[config.mk]
export PLATFORM = sky130hd
export DESIGN_NAME = timer_irq_unit
export DESIGN_NICKNAME = d
export VERILOG_FILES = /design/src/hdl/timer_irq_pkg.sv /design/src/hdl/timer_irq_unit.sv
export SDC_FILE = /design/constraint.sdc
export NUM_CORES = 1
export LEC_CHECK = 0
export BUFFER_PORTS_ARGS = -buffer_cell sky130_fd_sc_hd__buf_2
export CAP_MARGIN = 10
export CORE_ASPECT_RATIO = 0.8
export CORE_MARGIN = 5
export CORE_UTILIZATION = 25
export CTS_CLUSTER_SIZE = 8
export DETAILED_ROUTE_END_ITERATION = 8
export PLACE_DENSITY_LB_ADDON = 0.08
export RECOVER_POWER = 100
export REMOVE_ABC_BUFFERS = 1
export SETUP_SLACK_MARGIN = 0.5
export SYNTH_ARGS = -nofsm -noshare
export SYNTH_HDL_FRONTEND = slang
export SYNTH_SLANG_ARGS = --single-unit
[constraint.sdc]
create_clock -name sys_clk -period 2.95 [get_ports sys_clk]
set_input_delay 0.1475 -clock sys_clk [delete_from_list [all_inputs] [get_ports sys_clk]]
set_output_delay 0.1475 -clock sys_clk [all_outputs]
set_load 0.005 [all_outputs]
[src/hdl/timer_irq_pkg.sv]
// constants, register map and carrier types of the timer and interrupt unit
// assumes one 250 MHz clock; oscillators and port pins arrive as raw levels
package timer_irq_pkg;
  localparam int unsigned ADDR_W = 8;
  localparam int unsigned N_SRC  = 5;
  localparam int unsigned N_PIN  = 16;
  localparam int unsigned N_IN   = 18;

  localparam logic [7:0] OFS_RELOAD1 = 8'h00;
  localparam logic [7:0] OFS_RELOAD2 = 8'h04;
  localparam logic [7:0] OFS_COUNT1  = 8'h08;
  localparam logic [7:0] OFS_COUNT2  = 8'h0C;
  localparam logic [7:0] OFS_REQ     = 8'h10;
  localparam logic [7:0] OFS_CLR     = 8'h14;
  localparam logic [7:0] OFS_MASK    = 8'h18;
  localparam logic [7:0] OFS_OUT     = 8'h1C;
  localparam logic [7:0] OFS_MODE    = 8'h20;
  localparam logic [7:0] OFS_PINS    = 8'h24;
  localparam logic [7:0] OFS_CTRL    = 8'h28;

  // request bit positions
  localparam int unsigned SRC_PORT = 0;
  localparam int unsigned SRC_T1   = 1;
  localparam int unsigned SRC_RSV  = 3;
  localparam int unsigned SRC_PWM  = 4;
  // synchroniser bit positions of the oscillators
  localparam int unsigned IN_FAST  = 16;

  // control register fields
  localparam int unsigned CTRL_TMR = 0;
  localparam int unsigned CTRL_PD  = 2;

  // two mode bits per pin
  localparam logic [1:0] MODE_NOPULL = 2'h0;
  localparam logic [1:0] MODE_WEAK   = 2'h1;
  localparam logic [1:0] MODE_STRONG = 2'h2;
  localparam logic [1:0] MODE_OUT    = 2'h3;

  localparam logic [7:0]  CNT_MAX     = 8'hFF;
  localparam logic [7:0]  RST_RELOAD  = 8'h00;
  localparam logic [1:0]  RST_TMR_EN  = 2'h3;
  localparam logic [4:0]  RST_MASK    = 5'h00;
  localparam logic [31:0] RST_MODE    = 32'h0000_0000;

  typedef struct packed {
    logic              psel;
    logic              penable;
    logic              pwrite;
    logic [ADDR_W-1:0] paddr;
    logic [31:0]       pwdata;
  } apb_req_s;

  typedef struct packed {
    logic [31:0] prdata;
    logic        pready;
    logic        pslverr;
  } apb_rsp_s;

  typedef struct packed {
    logic [7:0] drv;
    logic [7:0] oe;
    logic [7:0] weak_pu;
    logic [7:0] strong_pu;
  } pin_drive_s;

  typedef struct packed {
    logic [N_IN-1:0]  s1;
    logic [N_IN-1:0]  s2;
    logic [N_IN-1:0]  s3;
    logic [N_IN-1:0]  filt;
    logic [1:0][7:0]  reload;
    logic [1:0][7:0]  cnt;
    logic [1:0]       tmr_en;
    logic [N_SRC-1:0] req;
    logic [N_SRC-1:0] mask;
    logic [N_PIN-1:0] out;
    logic [31:0]      mode;
    logic             pd;
    logic             irq;
    apb_rsp_s         rsp;
    pin_drive_s       p0;
    pin_drive_s       p1;
  } state_s;
endpackage : timer_irq_pkg

[src/hdl/timer_irq_unit.sv]
// two reloadable 8-bit timers, five-source interrupt unit and two 8-pin ports
// assumes an APB master on sys_clk; pins and oscillators are asynchronous
`timescale 1ns/1ps
`default_nettype none

module timer_irq_unit (
  input  wire logic                    sys_clk,
  input  wire logic                    srst,
  input  wire timer_irq_pkg::apb_req_s apb_req,
  output var  timer_irq_pkg::apb_rsp_s apb_rsp,
  input  wire logic                    fast_osc_input,
  input  wire logic                    slow_osc_input,
  input  wire logic [7:0]              first_port_pins_lvl,
  input  wire logic [7:0]              second_port_pins_lvl,
  output var  timer_irq_pkg::pin_drive_s first_port_pins_ctl,
  output var  timer_irq_pkg::pin_drive_s second_port_pins_ctl,
  input  wire logic                    pwm_period_end,
  input  wire logic                    reserved_event,
  output logic                         irq,
  output logic                         power_down_indicator
);

  timer_irq_pkg::state_s q;
  timer_irq_pkg::state_s d;

  logic [timer_irq_pkg::N_IN-1:0]  agree;
  logic [timer_irq_pkg::N_IN-1:0]  rise;
  logic [1:0]                      tick;
  logic [timer_irq_pkg::N_SRC-1:0] ev;
  logic [timer_irq_pkg::N_SRC-1:0] clr;
  logic                            wake;
  logic                            acc;
  logic                            wr_take;
  logic [1:0]                      pm;
  logic                            rd_first;

  always_comb begin
    d       = q;
    clr     = '0;
    ev      = '0;
    pm      = '0;
    acc     = apb_req.psel & apb_req.penable;
    // writes land on the edge where the master sees pready
    wr_take = acc & q.rsp.pready & apb_req.pwrite;
    // first access cycle of a read: the answer is loaded from the registers seen here
    rd_first = acc & ~q.rsp.pready & ~apb_req.pwrite;

    // three-stage synchronisers; a level is accepted once stages two and three agree
    d.s1    = {slow_osc_input, fast_osc_input, second_port_pins_lvl, first_port_pins_lvl};
    d.s2    = q.s1;
    d.s3    = q.s2;
    agree   = ~(q.s2 ^ q.s3);
    d.filt  = (q.filt & ~agree) | (q.s2 & agree);
    rise    = d.filt & ~q.filt;

    tick    = rise[timer_irq_pkg::IN_FAST +: 2] & q.tmr_en;
    for (int t = 0; t < 2; t++) begin
      if (tick[t]) begin
        if (q.cnt[t] == timer_irq_pkg::CNT_MAX) begin
          d.cnt[t]                     = q.reload[t];
          ev[timer_irq_pkg::SRC_T1 + t] = 1'b1;
        end else begin
          d.cnt[t] = q.cnt[t] + 8'h01;
        end
      end
    end
    ev[timer_irq_pkg::SRC_PORT] = rise[0];
    ev[timer_irq_pkg::SRC_RSV]  = reserved_event;
    ev[timer_irq_pkg::SRC_PWM]  = pwm_period_end;

    if (wr_take) begin
      case (apb_req.paddr)
        timer_irq_pkg::OFS_RELOAD1: d.reload[0] = apb_req.pwdata[7:0];
        timer_irq_pkg::OFS_RELOAD2: d.reload[1] = apb_req.pwdata[7:0];
        timer_irq_pkg::OFS_CLR:     clr = apb_req.pwdata[timer_irq_pkg::N_SRC-1:0];
        timer_irq_pkg::OFS_MASK:    d.mask = apb_req.pwdata[timer_irq_pkg::N_SRC-1:0];
        timer_irq_pkg::OFS_OUT:     d.out = apb_req.pwdata[15:0];
        timer_irq_pkg::OFS_MODE:    d.mode = apb_req.pwdata;
        timer_irq_pkg::OFS_CTRL: begin
          d.tmr_en = apb_req.pwdata[timer_irq_pkg::CTRL_TMR +: 2];
          if (apb_req.pwdata[timer_irq_pkg::CTRL_PD]) begin
            d.pd = 1'b1;
          end
        end
        default: ;
      endcase
    end

    // a wake in the same cycle as the entry request wins, so no edge is slept through
    wake = |(d.filt[15:0] ^ q.filt[15:0]);
    if (wake) begin
      d.pd = 1'b0;
    end

    // set wins over clear
    d.req = (q.req & ~clr) | ev;
    d.irq = |(d.req & d.mask);

    // one wait state: pready rises at the end of the first access cycle, drops one cycle later
    d.rsp = '0;
    if (acc && !q.rsp.pready) begin
      d.rsp.pready = 1'b1;
      case (apb_req.paddr)
        timer_irq_pkg::OFS_RELOAD1: d.rsp.prdata = {24'h00_0000, q.reload[0]};
        timer_irq_pkg::OFS_RELOAD2: d.rsp.prdata = {24'h00_0000, q.reload[1]};
        timer_irq_pkg::OFS_COUNT1:  d.rsp.prdata = {24'h00_0000, q.cnt[0]};
        timer_irq_pkg::OFS_COUNT2:  d.rsp.prdata = {24'h00_0000, q.cnt[1]};
        timer_irq_pkg::OFS_REQ:     d.rsp.prdata = {27'h000_0000, q.req};
        timer_irq_pkg::OFS_CLR:     d.rsp.prdata = 32'h0000_0000;
        timer_irq_pkg::OFS_MASK:    d.rsp.prdata = {27'h000_0000, q.mask};
        timer_irq_pkg::OFS_OUT:     d.rsp.prdata = {16'h0000, q.out};
        timer_irq_pkg::OFS_MODE:    d.rsp.prdata = q.mode;
        timer_irq_pkg::OFS_PINS:    d.rsp.prdata = {16'h0000, q.filt[15:0]};
        timer_irq_pkg::OFS_CTRL:    d.rsp.prdata = {29'h0000_0000, q.pd, q.tmr_en};
        default:                    d.rsp.pslverr = 1'b1;
      endcase
    end

    // pad controls follow the next mode so outputs stay one flop from the pins
    for (int i = 0; i < 8; i++) begin
      pm                    = d.mode[2*i +: 2];
      d.p0.drv[i]           = d.out[i];
      d.p0.oe[i]            = (pm == timer_irq_pkg::MODE_OUT);
      d.p0.weak_pu[i]       = (pm == timer_irq_pkg::MODE_WEAK);
      d.p0.strong_pu[i]     = (pm == timer_irq_pkg::MODE_STRONG);
      pm                    = d.mode[2*(i+8) +: 2];
      d.p1.drv[i]           = d.out[i+8];
      d.p1.oe[i]            = (pm == timer_irq_pkg::MODE_OUT);
      d.p1.weak_pu[i]       = (pm == timer_irq_pkg::MODE_WEAK);
      d.p1.strong_pu[i]     = (pm == timer_irq_pkg::MODE_STRONG);
    end
  end

  // static storage: nothing but srst clears it, a stalled clock just freezes it
  always_ff @(posedge sys_clk) begin
    if (srst) begin
      q        <= '0;
      q.reload <= {timer_irq_pkg::RST_RELOAD, timer_irq_pkg::RST_RELOAD};
      q.tmr_en <= timer_irq_pkg::RST_TMR_EN;
      q.mask   <= timer_irq_pkg::RST_MASK;
      q.mode   <= timer_irq_pkg::RST_MODE;
    end else begin
      q <= d;
    end
  end

  assign apb_rsp              = q.rsp;
  assign first_port_pins_ctl  = q.p0;
  assign second_port_pins_ctl = q.p1;
  assign irq                  = q.irq;
  assign power_down_indicator = q.pd;
endmodule : timer_irq_unit

`default_nettype wire

After elaboration in Yosys (flattened, before gate mapping)
Index checks and enable logic that the tools add are counted.
{ "totals": {"register_bits": 264, "inputBits": 65, "out_inout_bits": 100, "elab_cells": 134} }
{ "classes": {"addsub": 2, "n_eq_ne": 60, "n_mux": 17, "bitwise": 18, "reduce_logical": 11} }
{ "ops": {"columns": ["operator", "n"], "rows": [
  ["$pmux W32 S10", 1],
  ["$eq A2 B2 Y1 const B", 32],
  ["$and A18 B18 Y18", 3],
  ["$mux W54", 1],
  ["$not A18 Y18", 3],
  ["$eq A2 B1 Y1 const B", 16],
  ["$eq A8 B5 Y1 const B", 4],
  ["$mux W32", 1],
  ["$eq A8 B6 Y1 const B", 3],
  ["$or A18 B18 Y18", 1],
  ["$xor A18 B18 Y18", 1],
  ["$reduce_or A17 Y1", 1],
  ["$add A8 B1 Y8 const B", 2],
  ["$eq A8 B4 Y1 const B", 2],
  ["$eq A8 B8 Y1 const B", 2],
  ["$mux W16", 1],
  ["$mux W8", 2],
  ["$xor A16 B16 Y16", 1],
  ["$mux W5", 3],
  ["$reduce_or A11 Y1", 1],
  ["$and A5 B5 Y5", 2],
  ["$eq A8 B3 Y1 const B", 1],
  ["$logic_not A8 Y1", 1],
  ["$mux W1", 7],
  ["other kinds (12)", 16]
]} }

Logic depth before layout (Yosys ltp)
Gate-level depths: netlist of run 1.
{ "logic_depth": {"depth_word": 11, "mapped_depth": 8, "depth_no_buf": 6} }

Least setup slack after synthesis of run 1
No wires, ideal clock.
{ "synth_path": {"path_type": "register to register", "start": "register q[160] (netlist bit)", "end": "register q[163] (netlist bit)", "setup_time_ps": 128, "arrival_ps": 1494, "required_time_ps": 2822, "path_slack_ps": 1328, "path_stages_with_launch": 8, "period_less_slack_ps": 1622, "path_cell_list": "dfxtp_1 > ha_1 > and4_1 > and4_1 > buf_2 > a22o_1 > a22oi_1 > nor2_1"} }
{ "synth_via": {"elab_chain_len": 2} }
{ "synth_rtl": {"columns": ["element", "line_no", "text"], "rows": [
  ["start: declaration", "timer_irq_unit.sv:23", "timer_irq_pkg::state_s q;"],
  ["$add A8 B1 Y8 or $eq A8 B8 Y1 (tied branches)", "timer_irq_unit.sv:63, timer_irq_unit.sv:59", null],
  ["$mux W8 *", "timer_irq_unit.sv:59", "if (q.cnt[t] == timer_irq_pkg::CNT_MAX) begin"]
]} }
Mark *: on every way between the ends. The rest lies on a longest branch, timed or not.
A chain may end at the register's enable or synchronous reset.

Worst setup path after layout of run 1
{ "layout_path": {"start": "input port apb_req[36] (netlist bit)", "end": "register q, in the netlist apb_rsp[33]"} }
{ "layout_via": {"elab_chain_len": 2} }
{ "layout_rtl": {"columns": ["element", "line_no", "text"], "rows": [
  ["start: declaration", "timer_irq_unit.sv:9", "input wire timer_irq_pkg::apb_req_s apb_req,"],
  ["$eq A8 B6 Y1, or another cell as far along", "timer_irq_unit.sv:103", "case (apb_req.paddr)"],
  ["$pmux W32 S10 *", "timer_irq_unit.sv:103", null]
]} }
Marked as above.

==> results of run 1 <==
## worst max path at each step
stage | from | endpoint | slack (ns)
floorplan | apb_rsp[1] | first_port_pins_ctl[8] | 0.14
global placement | apb_req[36] | apb_rsp[25] | 0.68
detailed placement | apb_req[36] | first_port_pins_ctl[12] | 0.61
CTS | apb_rsp[1] | second_port_pins_ctl[19] | 0.85
global route | apb_req[36] | apb_rsp[22] | 0.45
finish | apb_req[36] | apb_rsp[33] | 0.59
## area by class of cell
class,instances,share of cell area
sequential,248,0.404
multi-input combinational,747,0.345
timing repair buffer,237,0.116
clock buffer,37,0.0753
tap,544,0.0554
inverter,8,0.00244
clock inverter,1,0.00163
## metrics by stage
stage	std cells	hold WS (ns)
after floorplan	1003	0.217
after global placement	1732	0.358
after detailed placement	1732	0.360
after CTS	1822	0.00818
after global routing	1822	0.0226
final	1822	0.0303
## worst reg2reg max path, cell delays in order (launching register included)
cell	delay (ns)
dfxtp_1	0.31
and4_1	0.29
buf_4	0.26
nand2_1	0.09
clkbuf_1	0.95
nand2_1	0.14
a21oi_1	0.16
## registers in the layout, summed over array words and instances (netlist names)
signal                flops
second_port_pins_ctl     24
irq                       1
first_port_pins_ctl      24
apb_rsp                  34
power_down_indicator      1
q                       128
d                        36
## power breakdown
part | switching, mW | internal, mW | leakage [nW] | total (mW)
sequential | 0.0203 | 3.39 | 2.01 | 3.41
combinational | 0.153 | 0.120 | 1.84 | 0.272
clock | 1.45 | 2.20 | 0.466 | 3.66
total | 1.62 | 5.71 | 4.32 | 7.34
## logic make-up (layout without fill, tap and decap cells)
logic type / after synthesis / in the layout
DFF: 248 / 248
muxes: 18 / 18
adders and majority gates: 4 / 4
AOI/OAI and AO/OA: 258 / 258
xor gates and xnor gates: 2 / 2
buffers and inverters: 178 / 283
and+or+nand+nor: 465 / 465
## cells in the final DEF (no fill, tap or decap), types with 4 or more instances in the layout
cell,n
o21ai_0,26
and3_1,6
a41oi_1,4
nand2_1,166
a21boi_0,5
buf_2,92
a211oi_1,7
inv_1,8
dfxtp_1,248
clkbuf_16,37
and2_1,10
mux2i_1,16
buf_4,15
nand2b_1,7
a31oi_1,7
nor3_1,4
nor2b_1,55
nor2_1,50
dlygate4sd3_1,52
clkbuf_1,72
a222oi_1,11
nand3b_1,62
and2_0,12
o22ai_1,5
nand3_1,56
nand4_1,12
a22oi_1,12
and4_1,6
a21oi_1,156
a22o_1,10
## per-layer routing
metal,up-vias,share of wire,track usage
li1,4167,-,-
met1,3974,0.51,0.203
met2,197,0.43,0.216
met3,55,0.046,0.0263
met4,0,0.022,0.0379
met5,-,0,0
==> flow_summary_export.csv, run 1 <==
group,metric,value,unit
run_status,status,"finished, violations left",
run_status,violations,"capacitance limit, slew limit",
sta,skew,0.0162,ns
critical_path,path_delay_family,"simple AND/OR/NAND/NOR gates",
sta,slew_headroom,-0.367,
grt,grt-ovfl-total,0,
cts,cts_setup_buffers,0,
worst_hold_path,hp-class,"input port to flop",
cts,numClockSinks,248,
final_layout,syn_to_final_growth,19.4,%
final_layout,finalNetCount,1346,
die,die_height,192,um
sta,worstMarginPinSlew,2.05,ns
critical_path,cpMaxStageDelayCell,"and2_0",
critical_path,r2r.worst_path.cells,6,
placement,post-dp-hpwl,22000,um
cts,cts.repair.resized,0,
routing,finalWirelength,32600,um
logic_synthesis,ys.flop_type,"dfxtp_1",
cts,tritoncts,"yes",
logic_synthesis,syn-cell-area,10300,um2
grt,grt_pass1_vias,8299,
critical_path,r2r_setup_slack,0.65,ns
pwr,max-vdd-ir-drop,0.299,mV
grt,antenna_found_initial,0,
sta,final-max-slew-violation-count,95,
logic_synthesis,synth_top_family_by_area,"simple AND/OR/NAND/NOR gates",
placement,numPortBuffers,164,
routing,routed_via_density,4.61,
logic_synthesis,synth-seq-cells,248,
logic_synthesis,yosys.area_share.simple,0.240,
logic_synthesis,yosysMostFrequentCell,"dfxtp_1",
die,coreArea,40700,um2
logic_synthesis,synth_common_cells,"dfxtp_1 (248), nand2_1 (165), a21oi_1 (156)",
routing,drcViolationCount,0,
logic_synthesis,synth_fa_ha_area_frac,0.00462,
routing,routed-via-count,8393,
pwr,p_leak,4.32,nW
logic_synthesis,synth_compound_area_frac,0.148,
logic_synthesis,synth_edf_count,0,
critical_path,arrival,2.81,ns
sta,fin_crit,2.36,ns
cts,clockBufferDepth,3,
sta,min_period_over_period,0.800,
sta,fin_ws,0.589,ns
final_layout,utilization,0.302,
final_layout,fin_area,12300,um2
logic_synthesis,synth_top_area_cell,"dfxtp_1",
routing,post_drt_wl_per_cell,17.9,um
critical_path,worst-path-buf-inv,1,
pwr,powerDensity,597,nW/um2
cts,insertion_delay,0.52,ns
final_layout,n_antenna_cell,0,
pwr,power,7.34,mW
logic_synthesis,synthTopCellsByArea,"dfxtp_1 (48%), a21oi_1 (7.6%), buf_4 (7.4%)",
critical_path,crit_chain,"clkbuf_1, nor4b_4, and2_0, and3_1, and2_1",
die,ioPinCount,165,
logic_synthesis,muxShareOfSynthArea,0.0177,
logic_synthesis,synthArstFlopShare,0,
routing,drt_iter0_drc,584,
critical_path,critPathLaunchType,"input port",
sta,setup-tns-final,0,ns
routing,drt-pass1-iter-count,5,
cts,root_buffer,"clkbuf_16",
sta,max_freq,424,MHz
critical_path,worst-path-stages,5,
sta,hold_violations,0,
logic_synthesis,yosys_warnings,0,
cts,path_clk_slew,0.05,ns
die,fp.dieW,237,um
critical_path,worst_r2r_endpoint,"q[145]",
cts,numCtsBuffers,36,
cts,htree_levels,2,
placement,place_ws,0.606,ns
die,num_rows,66,
job,drv_cap,1,
logic_synthesis,avgSynthCellArea,8.78,um2
critical_path,crit_path_end_kind,"flop",
final_layout,fillCellCount,4349,
critical_path,cp.required,3.40,ns
logic_synthesis,synth_xor_area_frac,0.00170,
die,initial_core_util,0.253,
cts,ctsHoldBuffers,52,
sta,setup_viol,0,
placement,place_congestion,0.765,
worst_hold_path,hp-start,"apb_req[4]",
sta,rsz0062_at_grt,"false",
grt,grt_pass1_wl,50300,um
critical_path,criticalPathCategory,"input port to flop",
die,dieArea,45400,um2
critical_path,reg2reg_from,"apb_rsp[1]",
final_layout,drive_gt1_frac,0.127,
logic_synthesis,yosysSeqAreaShare,0.482,
final_layout,seq_area,4960,um2
logic_synthesis,synth_cells,1173,
worst_hold_path,hold_end,"q[136]",
logic_synthesis,synth_cell_types,57,
placement,place_area,10900,um2
final_layout,multi_input_area,4250,um2
routing,drtAntennaViolNets,0,
worst_hold_path,holdPathStages,3,
logic_synthesis,synth_top_area_share,0.482,
critical_path,crit_path_max_incr_delay,0.79,ns
critical_path,cp_max_fo,16,
grt,grt_util_all_layers,0.141,
grt,grt_max_degree,95,
Power figures use the tool's default switching activity.
==> run 2: changes to the inputs <==
Clock period 2.95 ns to 2.3 ns, I/O delays scaled along.
==> run 2 against run 1 <==
  * The flow now finishes without violations
  * Combinational power grew 33%
  * Count of clock-buffer cells in the layout increased by 3
  * Die area unchanged
  * Clock power increased by 31%
  * Cell count increased by 1.0%
  * Hold slack improved by 0.018 ns
  * Routed wire length is 0.42% higher
  * Total power up 30%
  * Critical path type is now flop to flop
  * Largest power group unchanged
==> flow_summary_export.csv, run 2 (synthesized netlist as in run 1, its figures left out) <==
group,metric,value,unit
run_status,status,"complete, no violations",
final_layout,final_common_cell,"dfxtp_1",
critical_path,cp_max_fo,7,
final_layout,fillCellCount,4372,
cts,tritoncts,"yes",
worst_hold_path,hp-start,"apb_req[34]",
pwr,internal_power,7.42,mW
sta,hold_violations,0,
die,initial_core_util,0.253,
sta,rsz0062_at_grt,"false",
placement,post-dp-hpwl,22200,um
routing,routed-via-count,8346,
final_layout,finalNetCount,1361,
worst_hold_path,hp-class,"input port to flop",
sta,fin_crit,1.89,ns
pwr,pwr-share-comb,0.038,
cts,clockBufferDepth,3,
final_layout,largest_reg_flops,128,
sta,setup_viol,0,
critical_path,crit_path_end_kind,"flop",
placement,place_congestion,0.751,
grt,grt-ovfl-total,0,
die,die_height,192,um
cts,path_clk_slew,0.05,ns
routing,drcViolationCount,0,
job,drv_cap,0,
grt,grt_pass1_wl,49400,um
critical_path,critPathLaunchType,"flop",
grt,grt_max_degree,110,
critical_path,arrival,2.23,ns
pwr,clkPwrFrac,0.504,
die,coreArea,40700,um2
pwr,power,9.55,mW
sta,worstMarginPinSlew,1.31,ns
sta,skew,0.0168,ns
die,dieArea,45400,um2
pwr,switchingPower,2.12,mW
critical_path,criticalPathCategory,"flop to flop",
cts,insertion_delay,0.52,ns
placement,place_area,11000,um2
final_layout,multi_input_area,4250,um2
critical_path,critPathLaunch,"q[160]",
grt,antenna_found_initial,1,
sta,min_period_over_period,0.821,
pwr,power_frac_seq,0.458,
sta,final-max-slew-violation-count,0,
routing,drt_iter0_drc,622,
pwr,powerDensity,766,nW/um2
pwr,max-vdd-ir-drop,0.504,mV
sta,setup-tns-final,0,ns
routing,post_drt_wl_per_cell,17.8,um
cts,root_buffer,"clkbuf_16",
cts,numCtsBuffers,37,
pwr,switching_share,0.223,
routing,routed_via_density,4.53,
critical_path,reg2reg_from,"q[160]",
final_layout,fin_area,12500,um2
die,fp.dieW,237,um
sta,slew_headroom,0.125,
routing,drt-pass1-iter-count,5,
placement,place_ws,0.335,ns
sta,max_freq,530,MHz
final_layout,syn_to_final_growth,21.0,%
die,num_rows,66,
cts,htree_levels,2,
sta,fin_ws,0.413,ns
sta,holdWs,0.0480,ns
final_layout,seq_area,4970,um2
routing,finalWirelength,32800,um
critical_path,cp.required,2.64,ns
placement,numPortBuffers,164,
final_layout,drive_gt1_frac,0.133,
die,ioPinCount,165,
final_layout,layout_common_cells,"dfxtp_1 (247), nand2_1 (166), a21oi_1 (156), buf_2 (91), clkbuf_1 (78)",
routing,drtAntennaViolNets,0,
pwr,p_leak,4.40,nW
cts,numClockSinks,248,
grt,grt_util_all_layers,0.139,
final_layout,top_register,"q",
grt,grt_pass1_vias,8077,
run 2: changes by cell type in the layout (fill, tap and decap cells not counted), sizes merged:
cell / delta
buf: +8
clkbuf: +6
clkinv: +2
diode: +1
dlygate4sd3: +3
inv: -1
run 2: worst max-delay path, stage by stage, from the launching register on:
cell and delay [ns]:
dfxtp_1 0.44, ha_1 0.25, and4_1 0.28, and4_1 0.40
mux2i_1 0.25, a211oi_1 0.09
run 2: final cells by class:
class	instances	share of cell area
Sequential cell	248	0.399
Multi-Input combinational cell	747	0.341
Timing Repair Buffer	251	0.124
Clock buffer	40	0.0769
Tap cell	544	0.0546
Inverter	8	0.00241
Clock inverter	2	0.00201
Antenna cell	1	0.000201
run 2: routing by layer:
layer  GRT usage  share of wire
met4      0.0453          0.027
met2       0.209           0.43
met5           0              0
met3      0.0296          0.058
met1       0.200           0.49
run 2: path summary, 6_finish.rpt:
| check | end | slack (ns) | depth (start not counted) |
|---|---|---|---|
| worst max-delay path | q[165] | 0.41 | 5 |
| worst min-delay path | apb_rsp[0] | 0.05 | 3 |
| worst max register to register | q[165] | 0.41 | 5 |
| worst min register to register | d[213] | 0.44 | 1 |
run 2: through the flow:
| stage | instances | utilization |
|---|---|---|
| 2_1_floorplan | 1003 | - |
| 3_3_place_gp | 1741 | 0.271 |
| 3_5_place_dp | 1741 | 0.271 |
| 4_1_cts | 1838 | 0.309 |
| 5_1_grt | 1840 | 0.306 |
| 6_report | 1841 | 0.306 |
run 2: power by group through the flow:
stage          registers, mW  clock network [mW]  logic (mW)
3_3_place_gp            4.46                   0       0.299
3_5_place_dp            4.46                   0       0.299
4_1_cts                 4.37                5.04       0.373
5_1_grt                 4.38                5.20       0.396
6_report                4.38                4.81       0.362
2_1_floorplan           4.45                   0      0.0746
run 2: repair_timing:
item	CTS	global route
setup endpoints to repair	63	51
setup buffers	0	2
hold endpoints to repair	125	0
gates resized for setup	3	8
pin swaps	0	1
hold buffers	55	0
